**config.mk**
```make
export PLATFORM = sky130hd
export DESIGN_NAME = ciss_exec
export DESIGN_NICKNAME = d
export VERILOG_FILES = /design/src/include/ciss_pkg.sv /design/src/rtl/ciss_addr_gen.sv /design/src/rtl/ciss_exec.sv
export SDC_FILE = /design/constraint.sdc
export NUM_CORES = 1
export LEC_CHECK = 0
export BUFFER_PORTS_ARGS = -buffer_cell sky130_fd_sc_hd__buf_2
export CORE_MARGIN = 2
export CORE_UTILIZATION = 45
export CTS_CLUSTER_SIZE = 14
export DETAILED_ROUTE_END_ITERATION = 16
export HOLD_SLACK_MARGIN = 0.08
export PLACE_DENSITY = 0.73
export SLEW_MARGIN = 20
export SYNTH_ARGS = -nofsm -noshare
export SYNTH_HDL_FRONTEND = slang
export SYNTH_SLANG_ARGS = --single-unit
```
**constraint.sdc**
```tcl
create_clock -name clk -period 7.42 [get_ports clk]
set_input_delay 1.113 -clock clk [delete_from_list [all_inputs] [get_ports clk]]
set_output_delay 1.113 -clock clk [all_outputs]
set_load 0.02 [all_outputs]
```
**src/include/ciss_pkg.sv**
```systemverilog
// shared constants, opcodes and carrier types for the instruction slice executor
package ciss_pkg;

  localparam int DATA_W = 8;
  localparam int ADDR_W = 12;
  localparam int TPTR_W = 21;
  localparam int HOLD_N = 8;
  localparam int HOLD_IDX_W = 3;
  localparam int FSR_N = 3;
  localparam int FSR_SEL_W = 2;
  localparam int BANK_W = 4;
  localparam int LIT6_W = 6;

  // opcode patterns, compared against the upper bits of the word, or against the whole word for OPC_CALL_ACC
  localparam logic [5:0] OPC_SUB_BORROW = 6'h16;
  localparam logic [5:0] OPC_XOR_FILE = 6'h06;
  localparam logic [5:0] OPC_NIBBLE_SWAP = 6'h0e;
  localparam logic [7:0] OPC_XOR_LIT = 8'h0a;
  localparam logic [13:0] OPC_TABLE_WRITE = 14'h0003;
  localparam logic [7:0] OPC_PTR_ADD = 8'he8;
  localparam logic [7:0] OPC_PTR_SUB = 8'he9;
  localparam logic [7:0] OPC_IDX_MOVE = 8'heb;
  localparam logic [7:0] OPC_PUSH_LIT = 8'hfa;
  localparam logic [15:0] OPC_CALL_ACC = 16'h0014;

  // operand field positions
  localparam int BIT_DEST = 9;
  localparam int BIT_ACCESS = 8;
  localparam int FSR_SEL_LSB = 6;

  // addressing constants
  localparam logic [7:0] IDX_LIMIT = 8'h5f;
  localparam logic [7:0] ACCESS_SPLIT = 8'h80;
  localparam logic [3:0] ACCESS_LO_BANK = 4'h0;
  localparam logic [3:0] ACCESS_HI_BANK = 4'hf;
  localparam logic [1:0] FRAME_SEL = 2'h3;
  localparam logic [1:0] FRAME_FSR = 2'h2;

  // table write pointer handling codes
  localparam logic [1:0] TW_KEEP = 2'h0;
  localparam logic [1:0] TW_POST_INC = 2'h1;
  localparam logic [1:0] TW_POST_DEC = 2'h2;
  localparam logic [1:0] TW_PRE_INC = 2'h3;

  // reset values
  localparam logic [7:0] RST_ACC = 8'h00;
  localparam logic [20:0] RST_TPTR = 21'h000000;
  localparam logic [7:0] RST_HOLD = 8'hff;
  localparam logic [11:0] RST_FSR = 12'h000;

  typedef struct packed {
    logic n;
    logic ov;
    logic z;
    logic dc;
    logic c;
  } ciss_status_t;

  typedef struct packed {
    logic rd;
    logic wr;
    logic [ADDR_W-1:0] addr;
    logic [DATA_W-1:0] wdata;
  } ciss_mem_req_t;

  typedef enum logic [1:0] {PH_Q1, PH_Q2, PH_Q3, PH_Q4} ciss_phase_t;

  typedef enum logic [3:0] {
    OP_NOP, OP_SUBB, OP_XORF, OP_XORL, OP_SWAP, OP_TABLE_WRITE_INSTR, OP_PTRADD, OP_PTRSUB, OP_EXT_OTHER
  } ciss_op_t;

endpackage : ciss_pkg

```
**src/rtl/ciss_addr_gen.sv**
```systemverilog
// data address generation for file-register operands
`timescale 1ns/10ps
module ciss_addr_gen (
  input wire logic [7:0] file_addr, // 8-bit file field
  input wire logic access_bit, // 0 access bank, 1 banked
  input wire logic [3:0] bank_sel, // current bank pointer
  input wire logic ext_en, // extended set active
  input wire logic [11:0] frame_ptr, // stack frame pointer
  output logic [11:0] data_addr, // resolved data address
  output logic indexed // literal offset mode used
);

  always_comb begin
    // [RULE4] indexed literal offset
    indexed = ext_en && !access_bit && (file_addr <= ciss_pkg::IDX_LIMIT);
    if (indexed) begin
      data_addr = frame_ptr + {4'h0, file_addr};
    end else if (access_bit) begin
      // [RULE3] banked via pointer
      data_addr = {bank_sel, file_addr};
    end else if (file_addr < ciss_pkg::ACCESS_SPLIT) begin
      data_addr = {ciss_pkg::ACCESS_LO_BANK, file_addr};
    end else begin
      // upper half of access bank maps onto the special registers
      data_addr = {ciss_pkg::ACCESS_HI_BANK, file_addr};
    end
  end

endmodule : ciss_addr_gen

```
**src/rtl/ciss_exec.sv**
```systemverilog
// execution unit for a slice of the 8-bit core instruction set
`timescale 1ns/10ps
// Overview of operation
// [RULE1] subtract-with-borrow: file minus accumulator minus borrow
// [RULE2] destination bit picks accumulator or file
// [RULE3] access bit picks access bank or bank
// [RULE4] extended, access bank, address<=95: indexed offset
// [RULE5] borrow subtract sets five flags, one cycle
// [RULE6] xor with file, sign/zero flags, one cycle
// [RULE7] xor literal into accumulator, sign/zero flags
// [RULE8] pointer low three bits choose holding register
// [RULE9] low opcode bits: keep, post-inc, post-dec, pre-inc
// [RULE10] table pointer is a 21-bit byte address
// [RULE11] table write: two cycles, latch Q2, write Q4
// [RULE12] extended features off unless fuse set
// [RULE13] frame add/sub variants also perform a return
// [RULE14] other extended instructions are pointer literal ops; the code runs only the add/sub ones and flags the rest on ext_unhandled_q
// [RULE15] nibble swap of file register, routed by destination
// [RULE16] holding register keeps value until programming consumes it
module ciss_exec (
  input wire logic clk, // core clock
  input wire logic rst, // synchronous reset
  input wire logic ce, // clock enable, freezes all state
  input wire logic extension_enable_fuse, // config bit, caught after reset
  input wire logic instr_valid, // instruction word present in Q1
  input wire logic [15:0] instr_word, // instruction word
  input wire logic [3:0] bank_pointer, // bank select
  input wire logic acc_load, // software load of accumulator
  input wire logic [7:0] acc_wdata, // accumulator load value
  input wire logic status_load, // software load of flags
  input wire ciss_pkg::ciss_status_t status_wdata, // flag load value
  input wire logic [7:0] table_latch, // table latch byte
  input wire logic tptr_load, // software load of table pointer
  input wire logic [20:0] tptr_wdata, // table pointer load value
  input wire logic fsr_load, // software load of a file select pointer
  input wire logic [1:0] fsr_sel, // pointer to load
  input wire logic [11:0] fsr_wdata, // pointer load value
  input wire logic [7:0] mem_rdata, // data memory read data, valid in Q3
  output ciss_pkg::ciss_mem_req_t mem_req_q, // data memory request
  output logic instr_ready_q, // an instruction is taken this Q1
  output logic [7:0] acc_q, // accumulator
  output ciss_pkg::ciss_status_t status_q, // flags
  output logic [20:0] table_pointer_q, // table pointer
  output logic [7:0][7:0] hold_q, // holding registers
  output logic [2:0][11:0] fsr_q, // file select pointers
  output logic frame_return_q, // one-clock return request
  output logic ext_unhandled_q, // extended op outside this slice
  output logic ext_active_q // extended set enabled
);

  ciss_pkg::ciss_phase_t phase_q;
  ciss_pkg::ciss_op_t op_q;
  ciss_pkg::ciss_op_t op_d;
  logic [15:0] iw_q;
  logic second_q;
  logic cfg_done_q;
  logic [7:0] res_q;
  ciss_pkg::ciss_status_t flag_q;
  logic [7:0] tl_q;
  logic [11:0] agen_addr;
  logic take;
  logic two_cycle;
  logic [10:0] sub_out;
  logic [1:0] ptr_idx;
  logic [20:0] tw_idx_ptr;
  logic [7:0] alu_res;

  function automatic ciss_pkg::ciss_op_t decode_op(input logic [15:0] w, input logic ext);
    decode_op = ciss_pkg::OP_NOP;
    if (w[15:10] == ciss_pkg::OPC_SUB_BORROW) begin
      decode_op = ciss_pkg::OP_SUBB;
    end else if (w[15:10] == ciss_pkg::OPC_XOR_FILE) begin
      decode_op = ciss_pkg::OP_XORF;
    end else if (w[15:10] == ciss_pkg::OPC_NIBBLE_SWAP) begin
      decode_op = ciss_pkg::OP_SWAP;
    end else if (w[15:8] == ciss_pkg::OPC_XOR_LIT) begin
      decode_op = ciss_pkg::OP_XORL;
    end else if (w[15:2] == ciss_pkg::OPC_TABLE_WRITE) begin
      decode_op = ciss_pkg::OP_TABLE_WRITE_INSTR;
    end else if (ext) begin
      // [RULE14] pointer literal ops vs the rest
      if (w[15:8] == ciss_pkg::OPC_PTR_ADD) begin
        decode_op = ciss_pkg::OP_PTRADD;
      end else if (w[15:8] == ciss_pkg::OPC_PTR_SUB) begin
        decode_op = ciss_pkg::OP_PTRSUB;
      end else if (w[15:8] == ciss_pkg::OPC_IDX_MOVE || w[15:8] == ciss_pkg::OPC_PUSH_LIT ||
                   w == ciss_pkg::OPC_CALL_ACC) begin
        decode_op = ciss_pkg::OP_EXT_OTHER;
      end
    end
  endfunction : decode_op

  function automatic logic is_file_op(input ciss_pkg::ciss_op_t op);
    is_file_op = (op == ciss_pkg::OP_SUBB) || (op == ciss_pkg::OP_XORF) ||
                 (op == ciss_pkg::OP_SWAP);
  endfunction : is_file_op

  // returns {ov, dc, c, result}
  function automatic logic [10:0] sub_borrow(input logic [7:0] f, input logic [7:0] w,
                                             input logic c);
    logic [8:0] full;
    logic [4:0] lo;
    logic ov;
    full = {1'b0, f} + {1'b0, ~w} + {8'h00, c};
    lo = {1'b0, f[3:0]} + {1'b0, ~w[3:0]} + {4'h0, c};
    ov = (f[7] ^ w[7]) & (full[7] ^ f[7]);
    sub_borrow = {ov, lo[4], full[8], full[7:0]};
  endfunction : sub_borrow

  ciss_addr_gen u_agen (
    .file_addr(instr_word[7:0]),
    .access_bit(instr_word[ciss_pkg::BIT_ACCESS]),
    .bank_sel(bank_pointer),
    .ext_en(ext_active_q),
    .frame_ptr(fsr_q[ciss_pkg::FRAME_FSR]),
    .data_addr(agen_addr),
    .indexed()
  );

  assign op_d = decode_op(instr_word, ext_active_q);
  assign take = (phase_q == ciss_pkg::PH_Q1) && !second_q;
  // [RULE11] [RULE13] two-cycle instructions
  assign two_cycle = (op_q == ciss_pkg::OP_TABLE_WRITE_INSTR) ||
                     ((op_q == ciss_pkg::OP_PTRADD || op_q == ciss_pkg::OP_PTRSUB) &&
                      iw_q[7:6] == ciss_pkg::FRAME_SEL);
  // [RULE1] borrow subtract datapath
  assign sub_out = sub_borrow(mem_rdata, acc_q, status_q.c);
  assign ptr_idx = (iw_q[7:6] == ciss_pkg::FRAME_SEL) ? ciss_pkg::FRAME_FSR : iw_q[7:6];
  // [RULE9] pre-increment indexes with the new pointer
  assign tw_idx_ptr = (iw_q[1:0] == ciss_pkg::TW_PRE_INC) ? table_pointer_q + 21'h000001
                                                           : table_pointer_q;

  // [RULE12] fuse caught once after reset release
  always_ff @(posedge clk) begin
    if (rst) begin
      cfg_done_q <= 1'b0;
      ext_active_q <= 1'b0;
    end else if (ce && !cfg_done_q) begin
      cfg_done_q <= 1'b1;
      ext_active_q <= extension_enable_fuse;
    end
  end

  always_ff @(posedge clk) begin
    if (rst) begin
      phase_q <= ciss_pkg::PH_Q1;
    end else if (ce) begin
      case (phase_q)
        ciss_pkg::PH_Q1: phase_q <= ciss_pkg::PH_Q2;
        ciss_pkg::PH_Q2: phase_q <= ciss_pkg::PH_Q3;
        ciss_pkg::PH_Q3: phase_q <= ciss_pkg::PH_Q4;
        default: phase_q <= ciss_pkg::PH_Q1;
      endcase
    end
  end

  // decode in Q1; a second cycle holds the captured instruction
  always_ff @(posedge clk) begin
    if (rst) begin
      op_q <= ciss_pkg::OP_NOP;
      iw_q <= 16'h0000;
      second_q <= 1'b0;
      instr_ready_q <= 1'b1;
    end else if (ce) begin
      if (take) begin
        op_q <= instr_valid ? op_d : ciss_pkg::OP_NOP;
        iw_q <= instr_word;
      end
      if (phase_q == ciss_pkg::PH_Q4) begin
        second_q <= two_cycle && !second_q;
        instr_ready_q <= !(two_cycle && !second_q);
      end else begin
        instr_ready_q <= 1'b0;
      end
    end
  end

  // read strobe in Q2, write strobe in Q4
  always_ff @(posedge clk) begin
    if (rst) begin
      mem_req_q <= '0;
    end else if (ce) begin
      case (phase_q)
        ciss_pkg::PH_Q1: begin
          mem_req_q.rd <= take && instr_valid && is_file_op(op_d);
          mem_req_q.addr <= agen_addr;
        end
        ciss_pkg::PH_Q2: mem_req_q.rd <= 1'b0;
        ciss_pkg::PH_Q3: begin
          // [RULE2] destination bit one writes the file
          mem_req_q.wr <= is_file_op(op_q) && iw_q[ciss_pkg::BIT_DEST];
        end
        default: mem_req_q.wr <= 1'b0;
      endcase
      // taken with the result, so it stands for the whole Q4 write strobe
      if (phase_q == ciss_pkg::PH_Q3) begin
        mem_req_q.wdata <= alu_res;
      end
    end
  end

  // one result feeds both the result register and the write data
  always_comb begin
    case (op_q)
      ciss_pkg::OP_SUBB: alu_res = sub_out[7:0];
      // [RULE6] xor with file
      ciss_pkg::OP_XORF: alu_res = acc_q ^ mem_rdata;
      // [RULE7] xor with literal
      ciss_pkg::OP_XORL: alu_res = acc_q ^ iw_q[7:0];
      // [RULE15] nibble swap, no flags
      ciss_pkg::OP_SWAP: alu_res = {mem_rdata[3:0], mem_rdata[7:4]};
      default: alu_res = res_q;
    endcase
  end

  // result and flag candidates formed in Q3
  always_ff @(posedge clk) begin
    if (rst) begin
      res_q <= 8'h00;
      flag_q <= '0;
    end else if (ce && phase_q == ciss_pkg::PH_Q3) begin
      res_q <= alu_res;
      flag_q <= status_q;
      case (op_q)
        ciss_pkg::OP_SUBB: begin
          flag_q.ov <= sub_out[10];
          flag_q.dc <= sub_out[9];
          flag_q.c <= sub_out[8];
          flag_q.n <= sub_out[7];
          flag_q.z <= (sub_out[7:0] == 8'h00);
        end
        // [RULE6] [RULE7] sign and zero only
        ciss_pkg::OP_XORF, ciss_pkg::OP_XORL: begin
          flag_q.n <= alu_res[7];
          flag_q.z <= (alu_res == 8'h00);
        end
        default: flag_q <= status_q;
      endcase
    end
  end

  // [RULE5] accumulator and flags retire at end of Q4
  always_ff @(posedge clk) begin
    if (rst) begin
      acc_q <= ciss_pkg::RST_ACC;
      status_q <= '0;
    end else if (ce) begin
      if (phase_q == ciss_pkg::PH_Q4 && !second_q &&
          (op_q == ciss_pkg::OP_XORL || (is_file_op(op_q) && !iw_q[ciss_pkg::BIT_DEST]))) begin
        // [RULE2] destination bit zero writes accumulator
        acc_q <= res_q;
      end else if (acc_load) begin
        acc_q <= acc_wdata;
      end
      if (phase_q == ciss_pkg::PH_Q4 && !second_q &&
          (op_q == ciss_pkg::OP_SUBB || op_q == ciss_pkg::OP_XORF ||
           op_q == ciss_pkg::OP_XORL)) begin
        status_q <= flag_q;
      end else if (status_load) begin
        status_q <= status_wdata;
      end
    end
  end

  // [RULE11] latch read in Q2, holding write in Q4 of second cycle
  always_ff @(posedge clk) begin
    if (rst) begin
      tl_q <= 8'h00;
      hold_q <= {ciss_pkg::HOLD_N{ciss_pkg::RST_HOLD}};
      table_pointer_q <= ciss_pkg::RST_TPTR;
    end else if (ce) begin
      if (second_q && op_q == ciss_pkg::OP_TABLE_WRITE_INSTR && phase_q == ciss_pkg::PH_Q2) begin
        tl_q <= table_latch;
      end
      if (second_q && op_q == ciss_pkg::OP_TABLE_WRITE_INSTR && phase_q == ciss_pkg::PH_Q4) begin
        // [RULE8] [RULE16] indexed holding write, kept until consumed
        hold_q[tw_idx_ptr[ciss_pkg::HOLD_IDX_W-1:0]] <= tl_q;
        // [RULE9] [RULE10] pointer update, wraps in 21 bits
        case (iw_q[1:0])
          ciss_pkg::TW_POST_INC: table_pointer_q <= table_pointer_q + 21'h000001;
          ciss_pkg::TW_POST_DEC: table_pointer_q <= table_pointer_q - 21'h000001;
          ciss_pkg::TW_PRE_INC: table_pointer_q <= tw_idx_ptr;
          default: table_pointer_q <= table_pointer_q;
        endcase
      end else if (tptr_load) begin
        table_pointer_q <= tptr_wdata;
      end
    end
  end

  // pointer literal ops and frame variants with return
  always_ff @(posedge clk) begin
    if (rst) begin
      fsr_q <= {ciss_pkg::FSR_N{ciss_pkg::RST_FSR}};
      frame_return_q <= 1'b0;
      ext_unhandled_q <= 1'b0;
    end else if (ce) begin
      frame_return_q <= 1'b0;
      ext_unhandled_q <= (phase_q == ciss_pkg::PH_Q1) && take && instr_valid &&
                         (op_d == ciss_pkg::OP_EXT_OTHER);
      if (phase_q == ciss_pkg::PH_Q4 && !second_q && op_q == ciss_pkg::OP_PTRADD) begin
        fsr_q[ptr_idx] <= fsr_q[ptr_idx] + {6'h00, iw_q[5:0]};
        // [RULE13] frame add then return
        frame_return_q <= (iw_q[7:6] == ciss_pkg::FRAME_SEL);
      end else if (phase_q == ciss_pkg::PH_Q4 && !second_q &&
                   op_q == ciss_pkg::OP_PTRSUB) begin
        fsr_q[ptr_idx] <= fsr_q[ptr_idx] - {6'h00, iw_q[5:0]};
        // [RULE13] frame sub then return
        frame_return_q <= (iw_q[7:6] == ciss_pkg::FRAME_SEL);
      end else if (fsr_load && fsr_sel != ciss_pkg::FRAME_SEL) begin
        fsr_q[fsr_sel] <= fsr_wdata;
      end
    end
  end
endmodule : ciss_exec

```
==> impl_metrics.ini, run 1 <==
[sta]
hold_slack_ns = 0.464
period_share = 0.521
setup-violations-final = 0
hold_violations = 0
period_needed_ns = 3.87
maxSlewViolCount = 0
slew-limit-headroom = 0.213
timing.setup.tns_ns = 0
fmax_ghz = 0.259
rsz0062_at_grt = false
worstMarginPinSlew_ns = 1.17
skew_ns = 0.0159

[synth]
yosys-top-cells-area = dfxtp_1 (33%), mux2i_1 (9.5%), nand2_1 (5.5%)
ys_ff_latch = 190
synthAdderAreaFrac = 0.0490
synthFlopType = dfxtp_1
synth-edff-count = 0
synth.top_cell.area_share = 0.332
yosys_warnings = 0
synth_nets = 1560
synthArstFlopShare = 0
synth-seq-area-share = 0.332
avgSynthCellArea_um2 = 8.03
synth-simple-area-share = 0.218
synthMuxAreaShare = 0.0963
yosysUniqueCellTypes = 81
synth.cell_area_um2 = 11400
synth_top_area_cell = dfxtp_1
synth-compound-area-share = 0.201
synth_xor_area_frac = 0.0512
synth_cells = 1426
synth_top_family_by_area = simple AND/OR/NAND/NOR gates

[final_layout]
drive_gt1_frac = 0.198
area_delta_synth_final_pct = 17.9
post-route-util = 0.538
finish.instance_area_um2 = 13500
final_cell_mix = buf_2 (251), dfxtp_1 (190), nand2_1 (168)
finalNetCount = 1744
layout_commonest_cell = buf_2

[power_and_ir_drop]
pwr-share-seq = 0.429
p_int_mw = 1.70
net-switching-power_mw = 0.852
comb_power_share = 0.172
ir_worst_vdd_mv = 0.192
switching_share = 0.334
p_per_area_nw_per_um2 = 189
p_clk_frac = 0.399
power.leakage_nw = 5.42

[floorplan]
core_um2 = 25100
dieArea_um2 = 26700
die_w_um = 163
start_util = 0.456
rows = 58
die_h_um = 163
ioPinCount = 253

[flow_run]
max-cap-violations = 0

[drt]
viasPerCell = 5.81
via_count = 11400
postRouteAntennaNets = 0
drc = 0
drt_iter0_drc = 842
wl_um = 35900
wl_per_cell_um = 18.3
dr.pass1.iters = 5

[worst_setup_path]
end_kind = register
ff2ff_path_depth = 6
crit_fanout = 22
startpoint_type = register
worstSetupPathType = reg -> reg
crit_cells = 6
cp_cell_sequence = nor2b_1, and4_1, o21ai_1, a21oi_1, nand3_1, o21ai_0
cp.arrival_ns = 4.23
cp.required_ns = 7.79
max_stage_delay_ns = 0.88
crit_family = simple AND/OR/NAND/NOR gates
crit_slowest_cell = and4_1
cp_num_buf_inv = 0

[status]
status = finished, final reports clean

[place]
hpwlAfterDp_um = 26000
gp_congestion = 0.920
io_buffers = 252
place_area_um2 = 12800

[grt]
grt_usage = 0.261
grt_start_max_net_pins = 100
grt_pass1_vias = 10600
grt_pass1_wl_um = 56200
grt_overflow = 0
antenna_found_initial = 7

[clock_network]
cts_resized = 0
htreeDepth = 4
clkLatencyLatePin_ns = 0.45
cts_setup_buffers = 0
clock_sinks = 190
hold_buffers = 0
cts_buffers = 17
cts_root_buf = clkbuf_16
clock_path_buffers = 2
clk_pin_slew_worst_paths_ns = 0.09
cts_tree = built

[worst_hold_path]
hold_depth = 2
hold_path_class = reg -> reg
[worst reg2reg max path: stages (launching register included)]
cell	delay (ns)
dfxtp_1	0.55
nor2b_1	0.62
and4_1	0.88
o21ai_1	0.37
a21oi_1	0.85
nand3_1	0.25
o21ai_0	0.26
[metrics by stage]
step	setup slack (ns)	instances	power, mW
global placement	3.89	1921	1.54
global route	3.29	1955	2.65
floorplan	4.18	1426	1.41
CTS	3.68	1953	2.56
detailed placement	3.71	1921	1.55
finish	3.55	1958	2.55
[cells by family after synthesis]
logic type      count (synthesis)
compound gates                356
xor+xnor                       66
fa+ha+maj                      42
buf+inv                       152
flops                         190
mux                           110
simple gates                  510
[area by class of cell]
class                           instances  area (um2)
Fill cell                            2496       11600
Tap cell                              330         413
Timing Repair Buffer                  265        1360
Antenna cell                            5        12.5
Inverter                               52         195
Clock buffer                           17         425
Multi-Input combinational cell       1084        7050
Clock inverter                         15         236
Sequential cell                       190        3800
[state kept, by name (all words and copies together) (netlist names)]
name and cells:
hold_q 64, fsr_q 36, mem_req_q 22, table_pointer_q 21, iw_q 9, acc_q 8, tl_q 8, flag_q 5
status_q 5, op_q 4, phase_q 2, cfg_done_q 1, ext_active_q 1, ext_unhandled_q 1, frame_return_q 1, instr_ready_q 1
second_q 1
[final timing paths]
path	startpoint	to	slack (ns)
max	op_q[2]	table_pointer_q[13]	3.55
min	mem_req_q[20]	mem_req_q[20]	0.46
max reg2reg	op_q[2]	table_pointer_q[13]	3.55
min reg2reg	mem_req_q[20]	mem_req_q[20]	0.46
[metal layers]
| layer | track usage | wire length, um | vias up |
|---|---|---|---|
| li1 | - | - | 5490 |
| met5 | 0 | 24 | - |
| met2 | 0.418 | 16400 | 482 |
| met1 | 0.361 | 16000 | 5335 |
| met3 | 0.0475 | 2830 | 59 |
| met4 | 0.0702 | 709 | 4 |
[synthesized netlist by cell type (all sizes together) (6+ instances only)]
cell      n
a211oi   35
a21oi    92
a221oi   38
a22oi     6
a311oi    6
a31oi    17
and2     11
and4      7
buf      31
clkbuf   69
dfxtp   190
ha       36
inv      51
mux2i   109
nand2   170
nand2b   23
nand3    29
nand4    13
nand4b    7
nor2    139
nor2b    14
nor3     41
nor3b     8
nor4     13
nor4b     8
o211ai    8
o21a     11
o21ai    89
or3      11
xnor2    43
xor2     23
[power groups by stage]
stage	combinational, mW	sequential [mW]	clock, mW
2_1_floorplan	0.280	1.13	0
3_3_place_gp	0.421	1.12	0
3_5_place_dp	0.429	1.12	0
4_1_cts	0.433	1.09	1.03
5_1_grt	0.482	1.10	1.07
6_report	0.438	1.09	1.02
Note: power is estimated with default switching activity, not from simulation.
==> inputs of run 2 (changes only) <==
==> constraint.sdc (replaced) <==
create_clock -name clk -period 3.95 [get_ports clk]
set_input_delay 0.5925 -clock clk [delete_from_list [all_inputs] [get_ports clk]]
set_output_delay 0.5925 -clock clk [all_outputs]
set_load 0.02 [all_outputs]
==> run 2 against run 1 <==
  * Sequential share of layout area fell by 0.18 points
  * Global-route usage rose by 0.35 points
  * Final area rose by 0.64%
  * Clock skew fell by 0.0020 ns
  * Total power rose by 85%
  * Hold slack got worse by 0.080 ns
  * Worst setup slack got worse by 2.8 ns
  * Via count rose by 2.0%
  * Count of clock-buffer cells in the layout did not move
  * Die area did not move
  * Sequential cell count did not move
  * Largest cell class unchanged
==> impl_metrics.ini, run 2 (synthesis results as in run 1) <==
[clock_network]
cts_setup_buffers = 0
clk_pin_slew_worst_paths_ns = 0.08
cts_tree = built
cts_buffers = 17
cts_root_buf = clkbuf_16
cts_resized = 0
clock_sinks = 190
htreeDepth = 4
hold_buffers = 0
clkLatencyLatePin_ns = 0.44
clock_path_buffers = 2

[worst_setup_path]
cp.required_ns = 4.30
crit_fanout = 13
startpoint_type = register
cp.arrival_ns = 3.55
reg2reg_from = iw_q[6]
worstSetupPathType = reg -> reg
crit_family = simple AND/OR/NAND/NOR gates
crit_start = iw_q[6]
r2r-end = fsr_q[23]
cp_cell_sequence = buf_4, mux2i_1, o21ai_0, ha_1, or3b_2, o221a_2, nor3b_1, xnor2_1, nand2_1, a211oi_1
cp_num_buf_inv = 1
end_kind = register
rrSetupSlack_ns = 0.75
ff2ff_path_depth = 10
max_stage_delay_ns = 0.67
crit_slowest_cell = dfxtp_1

[drt]
wl_um = 36300
drt_iter0_drc = 842
viasPerCell = 5.88
via_count = 11600
drc = 0
postRouteAntennaNets = 0
wl_per_cell_um = 18.4
dr.pass1.iters = 5

[floorplan]
dieArea_um2 = 26700
die_h_um = 163
ioPinCount = 253
rows = 58
start_util = 0.456
core_um2 = 25100
die_w_um = 163

[sta]
slew-limit-headroom = 0.223
period_needed_ns = 3.20
period_share = 0.809
maxSlewViolCount = 0
skew_ns = 0.0139
rsz0062_at_grt = false
hold_slack_ns = 0.384
fmax_ghz = 0.313
hold_violations = 0
setup-violations-final = 0
timing.setup.tns_ns = 0
worstMarginPinSlew_ns = 1.16

[flow_run]
max-cap-violations = 0

[worst_hold_path]
min_to = tl_q[7]
worstHoldStart = table_latch[7]
hold_path_class = in -> reg
hold_depth = 3

[final_layout]
fill_cells = 2416
largest_register_ffs = 64
final_cell_mix = buf_2 (251), dfxtp_1 (190), nand2_1 (168)
drive_gt1_frac = 0.205
layout_commonest_cell = buf_2
top_regs = hold_q (64), fsr_q (36), mem_req_q (22)
largest-register = hold_q
area_delta_synth_final_pct = 18.7
finalNetCount = 1757

[power_and_ir_drop]
power.leakage_nw = 5.49
p_per_area_nw_per_um2 = 348
ir_worst_vdd_mv = 0.225

[place]
hpwlAfterDp_um = 26600
io_buffers = 252
gp_congestion = 0.942

[grt]
antenna_found_initial = 9
grt_pass1_wl_um = 56500
grt_usage = 0.265
grt_pass1_vias = 10600
grt_overflow = 0
grt_start_max_net_pins = 75

[status]
status = finished, final reports clean
## run 2: cell type report
| cell class | count | area, um2 | area share |
|---|---|---|---|
| Multi-Input combinational cell | 1084 | 7050 | 0.519 |
| Sequential cell | 190 | 3800 | 0.280 |
| Timing Repair Buffer | 278 | 1460 | 0.107 |
| Clock buffer | 17 | 425 | 0.0313 |
| Tap cell | 330 | 413 | 0.0304 |
| Clock inverter | 15 | 220 | 0.0162 |
| Inverter | 52 | 195 | 0.0144 |
| Antenna cell | 7 | 17.5 | 0.00129 |
## run 2: worst max-delay path by stage
| stage | end | slack (ns) | depth (start not counted) |
|---|---|---|---|
| floorplan | fsr_q[11] | 0.71 | 14 |
| global placement | fsr_q[23] | 0.91 | 10 |
| detailed placement | fsr_q[23] | 0.79 | 10 |
| CTS | fsr_q[23] | 0.77 | 10 |
| global route | fsr_q[6] | 0.36 | 11 |
| finish | fsr_q[23] | 0.75 | 10 |
## run 2: layer usage
layer / GRT usage / share of wire / routed length [um] / up-vias
li1: - / - / - / 5521
met1: 0.363 / 0.44 / 16100 / 5509
met2: 0.410 / 0.45 / 16400 / 504
met3: 0.0574 / 0.082 / 2960 / 58
met4: 0.0937 / 0.021 / 772 / 4
met5: 0 / 0.00050 / 18 / -
## run 2: power breakdown
group	leakage (nW)	switching, mW	internal [mW]	total (mW)
Sequential	1.55	0.0887	1.97	2.06
Clock	0.310	0.919	0.932	1.85
Combinational	3.63	0.502	0.314	0.816
## run 2: metrics by stage
stage,area [um2],std cells,utilization,worst slack (ns),power (mW)
2_1_floorplan,11400,1426,-,0.706,2.65
3_3_place_gp,12900,1934,0.515,0.911,2.89
3_5_place_dp,12900,1934,0.515,0.785,2.91
4_1_cts,13600,1966,0.540,0.772,4.75
5_1_grt,13600,1970,0.541,0.361,4.93
6_report,13600,1973,0.541,0.755,4.73
## run 2: tightest hold or removal path, cell delays in order
cell and delay, ns:
buf_2 0.07, mux2i_1 0.05, nor2_1 0.07
